File: config.mk
export PLATFORM = sky130hd
export DESIGN_NAME = apc_top
export DESIGN_NICKNAME = d
export VERILOG_FILES = /design/src/logic/apc_pkg.sv /design/src/logic/apc_top.sv
export SDC_FILE = /design/constraint.sdc
export NUM_CORES = 1
export LEC_CHECK = 0
export BUFFER_PORTS_ARGS = -buffer_cell sky130_fd_sc_hd__clkbuf_2
export CAP_MARGIN = 20
export CORE_AREA = 4 4 72 74
export CTS_CLUSTER_SIZE = 30
export DETAILED_ROUTE_END_ITERATION = 12
export DIE_AREA = 0 0 76 78
export PLACE_DENSITY_LB_ADDON = 0.3
export SYNTH_ARGS = -nofsm -noshare
export SYNTH_HDL_FRONTEND = slang
export SYNTH_SLANG_ARGS = --single-unit
File: constraint.sdc
create_clock -name CLK_SYS -period 3.4 [get_ports CLK_SYS]
set_input_delay 0.68 -clock CLK_SYS [delete_from_list [all_inputs] [get_ports CLK_SYS]]
set_output_delay 0.68 -clock CLK_SYS [all_outputs]
set_load 0.01 [all_outputs]
File: src/logic/apc_pkg.sv
// Purpose: shared constants for the converter power, init and read-out control
// Assumes: system clock of 25 MHz
// Notes: times are kept in their own units; cycle counts derive from them
package apc_pkg;
  localparam int CLK_HZ = 25000000;
  localparam int INIT_PULSES = 66;
  localparam int CONV_TIME_NS = 600;
  localparam int CONV_CYC = (CONV_TIME_NS * (CLK_HZ / 1000000)) / 1000;
  localparam int PWRUP_TIME_NS = 1000;
  localparam int PWRUP_CYC = (PWRUP_TIME_NS * (CLK_HZ / 1000000)) / 1000;
  localparam int REF_SETTLE_MS = 50;
  localparam int REF_SETTLE_CYC = REF_SETTLE_MS * (CLK_HZ / 1000);
  localparam int RESULT_BITS = 16;
  localparam logic [15:0] RESULT_RST = 16'h0000;
  localparam logic [6:0] CNT_RST = 7'h00;
  localparam int CFG_REF_EN_BIT = 0;
  localparam int CFG_SLEEP_BIT = 1;
  typedef enum logic [1:0] {
    APC_UNINIT = 2'b00,
    APC_IDLE = 2'b01,
    APC_CONV = 2'b11,
    APC_PWRUP = 2'b10
  } apc_state_t;
endpackage

File: src/logic/apc_top.sv
// Purpose: power-on init by trigger pulses, conversion, read-out, power-down
// Assumes: trigger and spi pins are asynchronous and sampled by three flops
// Notes: the analog core is outside; this block starts it and takes its data
`timescale 1ns/1ps
module apc_top #(
  parameter int PULSES = apc_pkg::INIT_PULSES
) (
  input wire logic CLK_SYS,
  input wire logic RESET_N,
  input wire logic CONV_TRIGGER_N,
  input wire logic CS_N,
  input wire logic SCLK,
  input wire logic CFG_SLEEP,
  input wire logic CFG_REF_EN,
  input wire logic SW_RESET,
  input wire logic [11:0] ADC_DATA,
  output logic INITIALIZED,
  output logic SAMPLE_HOLD,
  output logic CONV_DONE,
  output logic ANALOG_ON,
  output logic REF_ON,
  output logic RO_CLEAR,
  output logic SDO_O,
  output logic SDO_OE,
  output logic [apc_pkg::RESULT_BITS-1:0] RESULT
);
  import apc_pkg::*;

  // falling edge seen between the second and third synchroniser flops
  function automatic logic edge_fall(input logic [2:0] sync);
    return sync[2] & ~sync[1];
  endfunction

  // rising edge seen between the second and third synchroniser flops
  function automatic logic edge_rise(input logic [2:0] sync);
    return ~sync[2] & sync[1];
  endfunction

  // all state of the block in one word, so one process registers it;
  // synchronisers, sequencer, counters and the serial shifter live here
  // and share a single synchronous reset
  typedef struct packed {
    logic [2:0] trg_s;
    logic [2:0] cs_s;
    logic [2:0] sck_s;
    apc_state_t state;
    logic [6:0] pulses;
    logic [4:0] cnt;
    logic pd_req;
    logic in_pd;
    logic [15:0] result;
    logic [15:0] shreg;
    logic init;
    logic hold;
    logic done;
    logic aon;
    logic ron;
    logic roclr;
    logic sdo;
    logic sdo_oe;
  } apc_st_t;

  // current and next copy of the state word, plus decoded pin edges
  // that every branch of the next-state logic can read
  apc_st_t s_reg;
  apc_st_t s_next;
  logic trg_fall;
  logic trg_rise;
  logic cs_fall;
  logic cs_rise;
  logic sck_fall;

  // edge detect uses only the second and third flops, so the first flop
  // may settle from metastability without any logic reading it
  assign trg_fall = edge_fall(s_reg.trg_s);
  assign trg_rise = edge_rise(s_reg.trg_s);
  assign cs_fall = edge_fall(s_reg.cs_s);
  assign cs_rise = edge_rise(s_reg.cs_s);
  assign sck_fall = edge_fall(s_reg.sck_s);

  // next state of the whole block; one-cycle strobes default low here
  // so that no path leaves them standing for a second cycle
  always_comb begin
    s_next = s_reg;
    s_next.trg_s = {s_reg.trg_s[1:0], CONV_TRIGGER_N};
    s_next.cs_s = {s_reg.cs_s[1:0], CS_N};
    s_next.sck_s = {s_reg.sck_s[1:0], SCLK};
    s_next.done = 1'b0;
    s_next.roclr = 1'b0;
    // full power-down request and reference control
    s_next.pd_req = CFG_SLEEP & ~CFG_REF_EN;
    s_next.ron = s_reg.init & (CFG_REF_EN | ~s_reg.in_pd);
    unique case (s_reg.state)
      APC_UNINIT: begin
        // rises only count here; no conversion and no read-out yet, so a
        // host sending the init train never sees stray conversions
        // count completed pulses; a pulse ends on its rising edge
        if (trg_rise) begin
          if (s_reg.pulses == 7'(PULSES - 1)) begin
            s_next.state = APC_IDLE;
            s_next.init = 1'b1;
            s_next.pulses = CNT_RST;
          end else begin
            s_next.pulses = s_reg.pulses + 7'h01;
          end
        end
      end
      APC_IDLE: begin
        // wake has priority so a rising edge after the bits are cleared
        // is never lost; power-down entry beats a new conversion, and a
        // fall while powered down is ignored
        if (s_reg.in_pd && !s_reg.pd_req && trg_rise) begin
          s_next.state = APC_PWRUP;
          s_next.cnt = 5'h00;
        end else if (s_reg.pd_req && !s_reg.in_pd) begin
          s_next.in_pd = 1'b1;
          s_next.aon = 1'b0;
        end else if (trg_fall && !s_reg.in_pd) begin
          s_next.state = APC_CONV;
          s_next.hold = 1'b1;
          s_next.cnt = 5'h00;
        end
      end
      APC_CONV: begin
        // fixed conversion length from the internal clock; the trigger
        // level is looked at only on the last count
        if (s_reg.cnt == 5'(CONV_CYC - 1)) begin
          s_next.state = APC_IDLE;
          s_next.hold = 1'b0;
          s_next.done = 1'b1;
          s_next.result = {4'h0, ADC_DATA};
          // trigger still low at end of conversion: drop to power-down
          if (!s_reg.trg_s[2]) begin
            s_next.in_pd = 1'b1;
            s_next.aon = 1'b0;
          end
        end else begin
          s_next.cnt = s_reg.cnt + 5'h01;
        end
      end
      APC_PWRUP: begin
        // analog stays off until the whole power-up time has run, so a
        // conversion can never start on a half-powered core
        if (s_reg.cnt == 5'(PWRUP_CYC - 1)) begin
          s_next.state = APC_IDLE;
          s_next.in_pd = 1'b0;
          s_next.aon = 1'b1;
        end else begin
          s_next.cnt = s_reg.cnt + 5'h01;
        end
      end
      default: s_next.state = APC_UNINIT;
    endcase
    // software reset clears the read-only result to its default; it is
    // placed after the capture so a clear in the same cycle wins
    if (s_reg.init && SW_RESET) begin
      s_next.result = RESULT_RST;
      s_next.roclr = 1'b1;
    end
    // serial read-out, alive in power-down, dead before init; the frame
    // loads from the result register on chip-select fall, so a capture
    // during a frame only shows in the next one
    if (s_reg.init) begin
      if (cs_fall) begin
        s_next.shreg = {s_reg.result[14:0], 1'b0};
        s_next.sdo = s_reg.result[15];
        s_next.sdo_oe = 1'b1;
      end else if (cs_rise) begin
        s_next.sdo_oe = 1'b0;
      end else if (sck_fall && !s_reg.cs_s[2]) begin
        s_next.sdo = s_reg.shreg[15];
        s_next.shreg = {s_reg.shreg[14:0], 1'b0};
      end
    end
  end

  // register the state; synchronisers reset to the idle level of their
  // pins so release of reset never shows a false edge; analog starts on
  // so the first conversion after init needs no wake-up
  always_ff @(posedge CLK_SYS) begin
    if (!RESET_N) begin
      s_reg <= '{trg_s: 3'h7, cs_s: 3'h7, sck_s: 3'h0,
                 state: APC_UNINIT, pulses: CNT_RST, cnt: 5'h00,
                 pd_req: 1'b0, in_pd: 1'b0, result: RESULT_RST,
                 shreg: RESULT_RST, init: 1'b0, hold: 1'b0,
                 done: 1'b0, aon: 1'b1, ron: 1'b0, roclr: 1'b0,
                 sdo: 1'b0, sdo_oe: 1'b0};
    end else begin
      s_reg <= s_next;
    end
  end

  // outputs straight from flops; no output has logic after its register
  // so all of them are glitch free towards the pins and the core
  assign INITIALIZED = s_reg.init;
  assign SAMPLE_HOLD = s_reg.hold;
  assign CONV_DONE = s_reg.done;
  assign ANALOG_ON = s_reg.aon;
  assign REF_ON = s_reg.ron;
  assign RO_CLEAR = s_reg.roclr;
  assign SDO_O = s_reg.sdo;
  assign SDO_OE = s_reg.sdo_oe;
  assign RESULT = s_reg.result;
endmodule

* After elaboration in Yosys (flattened, before gate mapping) *
Index checks and enable logic that the tools add are counted.

word-level totals
  logic and storage cells = 120
  output and inout bits = 24
  register bits = 61

cells by class
  add/subtract/negate cells = 2
  reduce and logical (&&, ||, !) cells = 25
  multiplexer cells = 39
  bitwise operators = 16
  eq/ne operators = 20

operators by type and width
  kind                   count
  $mux W16               3
  $mux W5                5
  $ne A2 B2 Y1 const B   12
  $mux W17               1
  $mux W1                15
  $pmux W5 S3            1
  $mux W2                7
  $reduce_and A6 Y1      2
  $reduce_and A5 Y1      2
  $mux W9                1
  $not A1 Y1             8
  $pmux W2 S4            1
  $reduce_and A2 Y1      4
  $add A7 B1 Y7 const B  1
  $and A1 B1 Y1          7
  $eq A7 B7 Y1 const B   1
  $mux W7                1
  $logic_and A1 B1 Y1    6
  $ne A3 B3 Y1 const B   2
  $pmux W1 S3            2
  $reduce_and A3 Y1      2
  $reduce_bool A2 Y1     3
  $add A5 B1 Y5 const B  1
  $eq A5 B4 Y1 const B   1
  10 further kinds       13

* Longest topological paths before layout *
Gate-level depths: netlist of run 1.

  depth in word-level cells = 7
  depth in mapped cells = 7

* Worst setup path before layout of run 1 *
Ideal clock, no wire load.

  path type = flip-flop to flip-flop
  start = register s_reg[42] in the netlist's numbering
  end = register s_reg (netlist bit RESULT[10])
  path slack = 1.829 ns
  period minus slack after synthesis = 1.571 ns
  arrival time = 1.443 ns
  buffers on the path = 1
  stages on the path, launching flop included = 8
  setup time = 0.128 ns
  cell sequence = dfxtp_1 inv_1 ha_1 nand4_1 nor3_2 buf_4 mux2i_1 nor2_1

on the way
  word-level cells in the longest chain between the ends = 2

ends and longest elaborated chain
  item                         line            text
  start: declaration           apc_top.sv:65   apc_st_t s_reg;
  start signal: assignment     apc_top.sv:182  s_reg <= '{trg_s: 3'h7, cs_s: 3'h7, sck_s: 3'h0,
  start signal: assignment     apc_top.sv:189  s_reg <= s_next;
  $eq A5 B4 Y1                 apc_top.sv:127  if (s_reg.cnt == 5'(CONV_CYC - 1)) begin
  $reduce_and A2 Y1 (no line)  n/a

Every way passes these cells.
A chain may end at the register's enable or synchronous reset.

* Worst setup path after layout of run 1 *
  start = register s_reg[61] in the netlist's numbering
  end = register s_reg[10] in the netlist's numbering

on the way
  word-level cells in the longest chain between the ends = 4

ends and longest elaborated chain
  item                                                                 line
  $not A1 Y1 / $logic_not A1 Y1 (equally long branches)                apc_top.sv:36, apc_top.sv:170
  $and A1 B1 Y1 / $logic_and A1 B1 Y1 (equally long branches)          apc_top.sv:36, apc_top.sv:170
  $ne A2 B2 Y1 (no line) / $reduce_bool A2 Y1 (equally long branches)  n/a
  $reduce_and A3 Y1 (no line)                                          n/a

Several ways; a longest one is shown, not always the timed one.

==> impl_results.md, run 1 <==
* Status: complete, no violations
* Clock Sinks at 60
* Clk slew on worst S/H paths at 60 ps
* Ant diodes at 0
* Final Max Slew Viols at 0
* Crit-path cells: or3b_1 > a21oi_2 > buf_8 > nor2_1 > a211oi_1
* Yosys reg bits at 60
* RSZ-0062 raised after global routing: false
* Router iterations before antenna repair at 4
* Worst Setup Path Type: reg2reg
* Total congestion overflow at 0
* Post-DP HPWL at 3.21 mm
* Total routed wirelength at 4.66 mm
* CP Buf/Inv Count at 1
* Pre-CTS WS at 1350 ps
* Chip width at 76 um
* Cells after synthesis at 283
* Fmax at 556 MHz
* Number of flip-flops in the largest register at 34
* Final instance area at 2940 um^2
* Postcts setup bufs at 0
* Mapped Area at 2670 um^2
* Cell Rows at 25
* Non-filler instance count after layout at 365
* CTS Hold Bufs at 0
* Logic gate share of total power at 3.2%
* Total power at 1.28 mW
* Critical Path AT at 2040 ps
* Top_reg_cell synth: dfxtp_1
* R2r startpoint: s_reg[61]
* HP Class: reg2reg
* Setup slack, reg-to-reg at 1600 ps
* Share of synthesized registers carrying an async set or reset at 0%
* Pin count of the biggest net entering global routing at 33
* Critical path origin: s_reg[61]
* Internal power at 0.997 mW
* Setup crit start kind: flip-flop
* Post-synthesis area per instance at 9.44 um^2
* First-pass GRT wire length at 8.25 mm
* Initial antenna violation count at 0
* Crit path largest cell delay at 490 ps
* Core box area at 4600 um^2
* Fin nets at 335
* Clock latency on the worst-skew pair at 330 ps
* Cell count after placement at 350
* LEAKAGE at 1.12 nW
* Largest fanout on the critical path at 19
* Worst slew margin at 47.8%
* Post-synth cell types at 47
* Tightest Pin Transition at 783 ps
* Final WS setup at 1600 ps
* Number of I/O port buffers at 39
* Clock period minus worst slack at 1800 ps
* Layout cells sized above 1 at 20.3%
* Synth Warn # at 0
* Final GP Congestion at 0.783
* H-tree Lvls at 3
* Sequential fraction of the synthesis area at 44.9%
* Clock share of power at 41.0%
* Final hold violation count at 0
* Fin crit share at 52.9%
* Die area at 5930 um^2
* Post-place instance area at 2770 um^2
* Vias at 1953
* P_sw at 0.279 mW
* Area delta synth->final at 9.97%
* Hold Startpoint: s_next[63]
* Sequential share of power at 55.8%
* IO Count at 44
* Post-cts sizing count at 0
* Vias in the first global route at 1834
* Max Buffers Root-to-Sink at 2
* Root buffer cell: clkbuf_8
* Clock skew at 5.61 ps
* Num CTS Buffers at 9
* Initial Util at 58.1%
* Setup Viol. Count Final at 0
* Pwr Density at 434 nW/um^2
* Drt drc at 0
* CTS tree: done
* DR WL/cell at 12.8 um
* CP endpoint kind: flip-flop
* EDFF count, synth at 0
* CP Data Required Time at 3640 ps
* Slowest CP cell: a21oi_2
* DR iter-0 viols at 74
* Routed Antenna Nets at 0
* Setup_tns at 0 ps
* Die Ht at 78 um
* Sw Ratio at 21.9%
* Post-Route Utilization at 63.9%
* Worst hold slack at 411 ps
* Max IR drop VDD at 0.000302 V
* Gr usage total at 17.1%
* Max-Cap Viols at 0
* Vias/cell at 5.35
* Delay-heaviest family, CP: compound AO/OA/AOI/OAI gates
==> layout by cell type, fill, tap and decap left out, types with 2 or more instances in the layout <==
master and instances:
mux2i_1 24, ha_1 7, nand2_1 16, dfxtp_1 60, nor3b_1 5, inv_1 10
nor4_4 2, nor2b_1 2, clkbuf_2 39, and3_1 2, inv_2 2, nand2b_1 12
conb_1 4, and2_1 4, o22ai_1 2, nand4b_1 4, clkbuf_8 10, a31oi_1 2
nor4_1 2, nor3_1 3, nand3b_1 5, nand3_1 4, nor2_1 32, o21ai_0 3
a211oi_1 13, xnor2_1 6, nor4b_1 2, a21oi_1 11, clkinv_2 3
==> area by class of cell <==
class | count | area (um^2)
fill | 401 | 1660
multi-input combinational | 184 | 1250
sequential | 60 | 1200
timing repair buffer | 41 | 218
clock buffer | 11 | 141
tap | 54 | 67.6
inverter | 12 | 45.0
clock inverter | 3 | 15.0
==> Yosys cell counts, drive strengths merged (5+ instances only) <==
master | count | area share (%)
xnor2 | 6 | 2.0
a21oi | 12 | 2.2
dfxtp | 60 | 45
inv | 12 | 1.7
ha | 7 | 3.3
nand2 | 16 | 2.2
mux2i | 24 | 9.0
nand2b | 12 | 2.8
nor2 | 33 | 4.7
a211oi | 13 | 3.7
clkbuf | 5 | 0.70
buf | 25 | 6.4
nor3b | 5 | 1.4
nand3b | 5 | 1.4
==> metal layers <==
metal,global-route usage [%],vias up,part of all wire (%)
met1,20.6,892,48
met5,0,-,0
li1,-,1011,-
met4,6.94,0,1.1
met2,27.1,43,45
met3,6.73,7,5.1
==> cell families (layout without fill, tap and decap cells) <==
| kind of cell | after synthesis | count (layout) | share of synthesized area, % |
|---|---|---|---|
| xor gates and xnor gates | 6 | 6 | 1.97 |
| other | 1 | 4 | 0.140 |
| AOI/OAI and AO/OA | 40 | 40 | 9.93 |
| muxes | 24 | 24 | 8.99 |
| adders and majority gates | 7 | 7 | 3.28 |
| DFF | 60 | 60 | 44.9 |
| buffers and inverters | 42 | 67 | 8.80 |
| and+or+nand+nor | 103 | 103 | 22.0 |
==> worst paths after layout <==
| kind | endpoint | cells after the start |
|---|---|---|
| setup / recovery | s_reg[10] | 5 |
| hold / removal | s_next[64] | 1 |
| setup reg to reg | s_reg[10] | 5 |
| hold reg to reg | s_next[64] | 1 |
==> power groups by stage <==
stage | sequential (mW) | clock [mW] | combinational (mW)
6_report | 0.712 | 0.524 | 0.0409
5_1_grt | 0.712 | 0.572 | 0.0465
4_1_cts | 0.712 | 0.541 | 0.0416
3_5_place_dp | 0.727 | 0 | 0.0413
3_3_place_gp | 0.727 | 0 | 0.0408
2_1_floorplan | 0.726 | 0 | 0.0303
Note: power is estimated with default switching activity, not from simulation.
==> run 2: changes to the inputs <==
--- a/config.mk
+++ b/config.mk
@@ -5,12 +5,13 @@
 export SDC_FILE = /design/constraint.sdc
 export NUM_CORES = 1
 export LEC_CHECK = 0
+export ABC_AREA = 1
 export BUFFER_PORTS_ARGS = -buffer_cell sky130_fd_sc_hd__clkbuf_2
 export CAP_MARGIN = 20
-export CORE_AREA = 4 4 72 74
+export CORE_AREA = 4 4 80 82
 export CTS_CLUSTER_SIZE = 30
 export DETAILED_ROUTE_END_ITERATION = 12
-export DIE_AREA = 0 0 76 78
+export DIE_AREA = 0 0 84 86
 export PLACE_DENSITY_LB_ADDON = 0.3
 export SYNTH_ARGS = -nofsm -noshare
 export SYNTH_HDL_FRONTEND = slang
==> constraint.sdc (replaced) <==
create_clock -name CLK_SYS -period 1.65 [get_ports CLK_SYS]
set_input_delay 0.33 -clock CLK_SYS [delete_from_list [all_inputs] [get_ports CLK_SYS]]
set_output_delay 0.33 -clock CLK_SYS [all_outputs]
set_load 0.01 [all_outputs]
==> impl_results.md, run 2 <==
* Router iterations before antenna repair at 4 (unchanged)
* Yosys reg bits at 60 (unchanged)
* Sw Ratio at 21.6% (was 21.9%)
* Clock latency on the worst-skew pair at 330 ps (about the same)
* LEAKAGE at 1.36 nW (was 1.12 nW)
* Commonest cells in the netlist: 60 x dfxtp_1, 55 x nand2_1, 43 x nor2_1, 41 x inv_1, 37 x o21ai_0 (was 60 x dfxtp_1, 32 x nor2_1, 24 x mux2i_1, 17 x buf_4, 16 x nand2_1)
* CP endpoint kind: flip-flop (unchanged)
* Setup Viol. Count Final at 0 (unchanged)
* CTS tree: done (unchanged)
* Post-synthesis xor/xnor area fraction at 0% (was 1.97%)
* Multiplexer area fraction after synthesis at 0% (was 8.99%)
* Chip width at 84 um (was 76 um)
* Ant diodes at 0 (unchanged)
* Mapped Area at 2770 um^2 (was 2670 um^2)
* Simple-gate area share of the yosys netlist at 26.5% (was 22.0%)
* Synth area leaders: dfxtp_1 43%, nand2_1 7.4%, o21ai_0 6.7%, nor2_1 5.8%, inv_1 5.6% (was dfxtp_1 45%, mux2i_1 9.0%, buf_4 4.8%, nor2_1 4.5%, a211oi_1 3.7%)
* Cells after synthesis at 371 (was 283)
* Clock period minus worst slack at 1460 ps (was 1800 ps)
* Commonest non-fill, non-tap cell in the layout: dfxtp_1 (unchanged)
* Post-cts sizing count at 0 (unchanged)
* DR iter-0 viols at 85 (was 74)
* Setup_tns at 0 ps (unchanged)
* Clk slew on worst S/H paths at 60 ps (about the same)
* Post-DP HPWL at 3.92 mm (was 3.21 mm)
* Most frequent cells in the layout: 60 x dfxtp_1, 55 x nand2_1, 43 x nor2_1, 41 x inv_1, 39 x clkbuf_2 (was 60 x dfxtp_1, 39 x clkbuf_2, 32 x nor2_1, 24 x mux2i_1, 16 x nand2_1)
* DR WL/cell at 11.4 um (was 12.8 um)
* Postcts setup bufs at 0 (unchanged)
* Layout cells sized above 1 at 23.2% (was 20.3%)
* Final GP Congestion at 0.789 (was 0.783)
* Core box area at 5750 um^2 (was 4600 um^2)
* Die area at 7220 um^2 (was 5930 um^2)
* IO Count at 44 (unchanged)
* Internal power at 2.20 mW (was 0.997 mW)
* Pin count of the biggest net entering global routing at 28 (was 33)
* Worst Setup Path Type: reg2reg (unchanged)
* Setup crit start kind: flip-flop (unchanged)
* Total routed wirelength at 5.47 mm (was 4.66 mm)
* Share of synthesized registers carrying an async set or reset at 0% (unchanged)
* Pre-CTS WS at 193 ps (was 1350 ps)
* Drt drc at 0 (unchanged)
* Clock share of power at 44.2% (was 41.0%)
* Fin crit share at 88.3% (was 52.9%)
* Area delta synth->final at 13.3% (was 9.97%)
* Largest family of logic cells by synthesized area: simple AND/OR/NAND/NOR gates (unchanged)
* P_sw at 0.607 mW (was 0.279 mW)
* Pwr Density at 894 nW/um^2 (was 434 nW/um^2)
* Max-Cap Viols at 0 (unchanged)
* Post-synth cell types at 33 (was 47)
* Num CTS Buffers at 9 (unchanged)
* Post-synth top area share at 43.3% (was 44.9%)
* Vias at 2326 (was 1953)
* Complex-gate fraction of the synthesized area at 13.5% (was 9.93%)
* Sequential share of power at 52.2% (was 55.8%)
* Area leader, netlist: dfxtp_1 (unchanged)
* Post-place instance area at 2950 um^2 (was 2770 um^2)
* Final hold violation count at 0 (unchanged)
* EDFF count, synth at 0 (unchanged)
* Post-synthesis area per instance at 7.47 um^2 (was 9.44 um^2)
* Cell Rows at 28 (was 25)
* Top_reg_cell synth: dfxtp_1 (unchanged)
* CP Data Required Time at 1880 ps (was 3640 ps)
* Vias in the first global route at 2210 (was 1834)
* Number of I/O port buffers at 39 (unchanged)
* Final WS setup at 193 ps (was 1600 ps)
* Initial antenna violation count at 0 (unchanged)
* Initial Util at 48.2% (was 58.1%)
* Die Ht at 86 um (was 78 um)
* Status: complete, no violations (unchanged)
* Clock Sinks at 60 (unchanged)
* Total congestion overflow at 0 (unchanged)
* First-pass GRT wire length at 9.51 mm (was 8.25 mm)
* Post-synthesis adder-cell area fraction at 3.16% (was 3.28%)
* RSZ-0062 raised after global routing: false (unchanged)
* Top-count cell post-synth: dfxtp_1 (unchanged)
* Root buffer cell: clkbuf_8 (unchanged)
* Vias/cell at 4.84 (was 5.35)
* Max IR drop VDD at 0.000457 V (was 0.000302 V)
* Logic gate share of total power at 3.7% (was 3.2%)
* HP Class: in2reg (was reg2reg)
* Gr usage total at 16.4% (was 17.1%)
* H-tree Lvls at 3 (unchanged)
* CTS Hold Bufs at 0 (unchanged)
* Routed Antenna Nets at 0 (unchanged)
* Fin nets at 429 (was 335)
* Sequential fraction of the synthesis area at 43.3% (was 44.9%)
* Worst hold slack at 166 ps (was 411 ps)
* Final instance area at 3140 um^2 (was 2940 um^2)
* Number of flip-flops in the largest register at 34 (unchanged)
* Critical Path AT at 1680 ps (was 2040 ps)
* Synth Warn # at 0 (unchanged)
* Fmax at 686 MHz (was 556 MHz)
* Final Max Slew Viols at 0 (unchanged)
* Clock skew at 3.49 ps (was 5.61 ps)
* Largest fanout on the critical path at 26 (was 19)
* Max Buffers Root-to-Sink at 2 (unchanged)
run 2: changes by cell type in the layout (fill, tap and decap cells not counted), sizes merged, moves of 12 or more:
cell,delta
inv,+39
a21oi,+15
mux2i,-24
o21ai,+35
nor2,+21
nand3,+16
a211oi,-13
nand2b,-12
nand2,+45
run 2: kinds of logic after synthesis:
kind of cell	after synthesis
and+or+nand+nor	153
AOI/OAI and AO/OA	70
other	1
adders and majority gates	7
DFF	60
buffers and inverters	80
run 2: stage by stage:
| stage | utilization (%) | power, mW | std cells |
|---|---|---|---|
| 2_1_floorplan | - | 1.56 | 374 |
| 3_3_place_gp | 51.4 | 1.60 | 466 |
| 3_5_place_dp | 51.4 | 1.60 | 466 |
| 4_1_cts | 54.6 | 2.84 | 481 |
| 5_1_grt | 54.6 | 2.92 | 481 |
| 6_report | 54.6 | 2.81 | 481 |
run 2: area by class of cell:
| type | count | area (um^2) |
|---|---|---|
| fillers | 566 | 2610 |
| multi-input cells | 234 | 1210 |
| flip-flops and latches | 60 | 1200 |
| repair buffers | 45 | 253 |
| inverters | 52 | 195 |
| clock buffers | 14 | 183 |
| well taps | 75 | 93.8 |
| clock inverters | 1 | 5.00 |
run 2: metal layers:
metal | GRT usage [%] | vias to the layer above | part of all wire [%]
met4 | 8.19 | 0 | 1.9
met2 | 28.7 | 51 | 49
li1 | - | 1217 | -
met1 | 18.3 | 1048 | 44
met5 | 0 | - | 0
met3 | 4.42 | 10 | 5.3
run 2: power by group through the flow:
| stage | Sequential, mW | Combinational, mW | Clock (mW) |
|---|---|---|---|
| after global routing | 1.46 | 0.118 | 1.34 |
| after detailed placement | 1.50 | 0.104 | 0 |
| final | 1.46 | 0.103 | 1.24 |
| after global placement | 1.50 | 0.102 | 0 |
| after floorplan | 1.50 | 0.0691 | 0 |
| after CTS | 1.46 | 0.104 | 1.27 |
run 2: worst paths after layout:
check,slack [ps],startpoint,cells after the start,endpoint
worst max-delay path,190,s_reg[42],8,RESULT[8]
worst min-delay path,170,CFG_REF_EN,2,s_reg[41]
worst max register to register,190,s_reg[42],8,RESULT[8]
worst min register to register,410,s_next[63],1,s_next[64]
run 2: critical path: stages, from the launching register on:
cell and delay, ps:
dfxtp_1 390, inv_1 80, ha_1 200, nand2_1 60, inv_1 70, nand3_4 90, buf_4 250, nand2_1 90
o211a_1 110
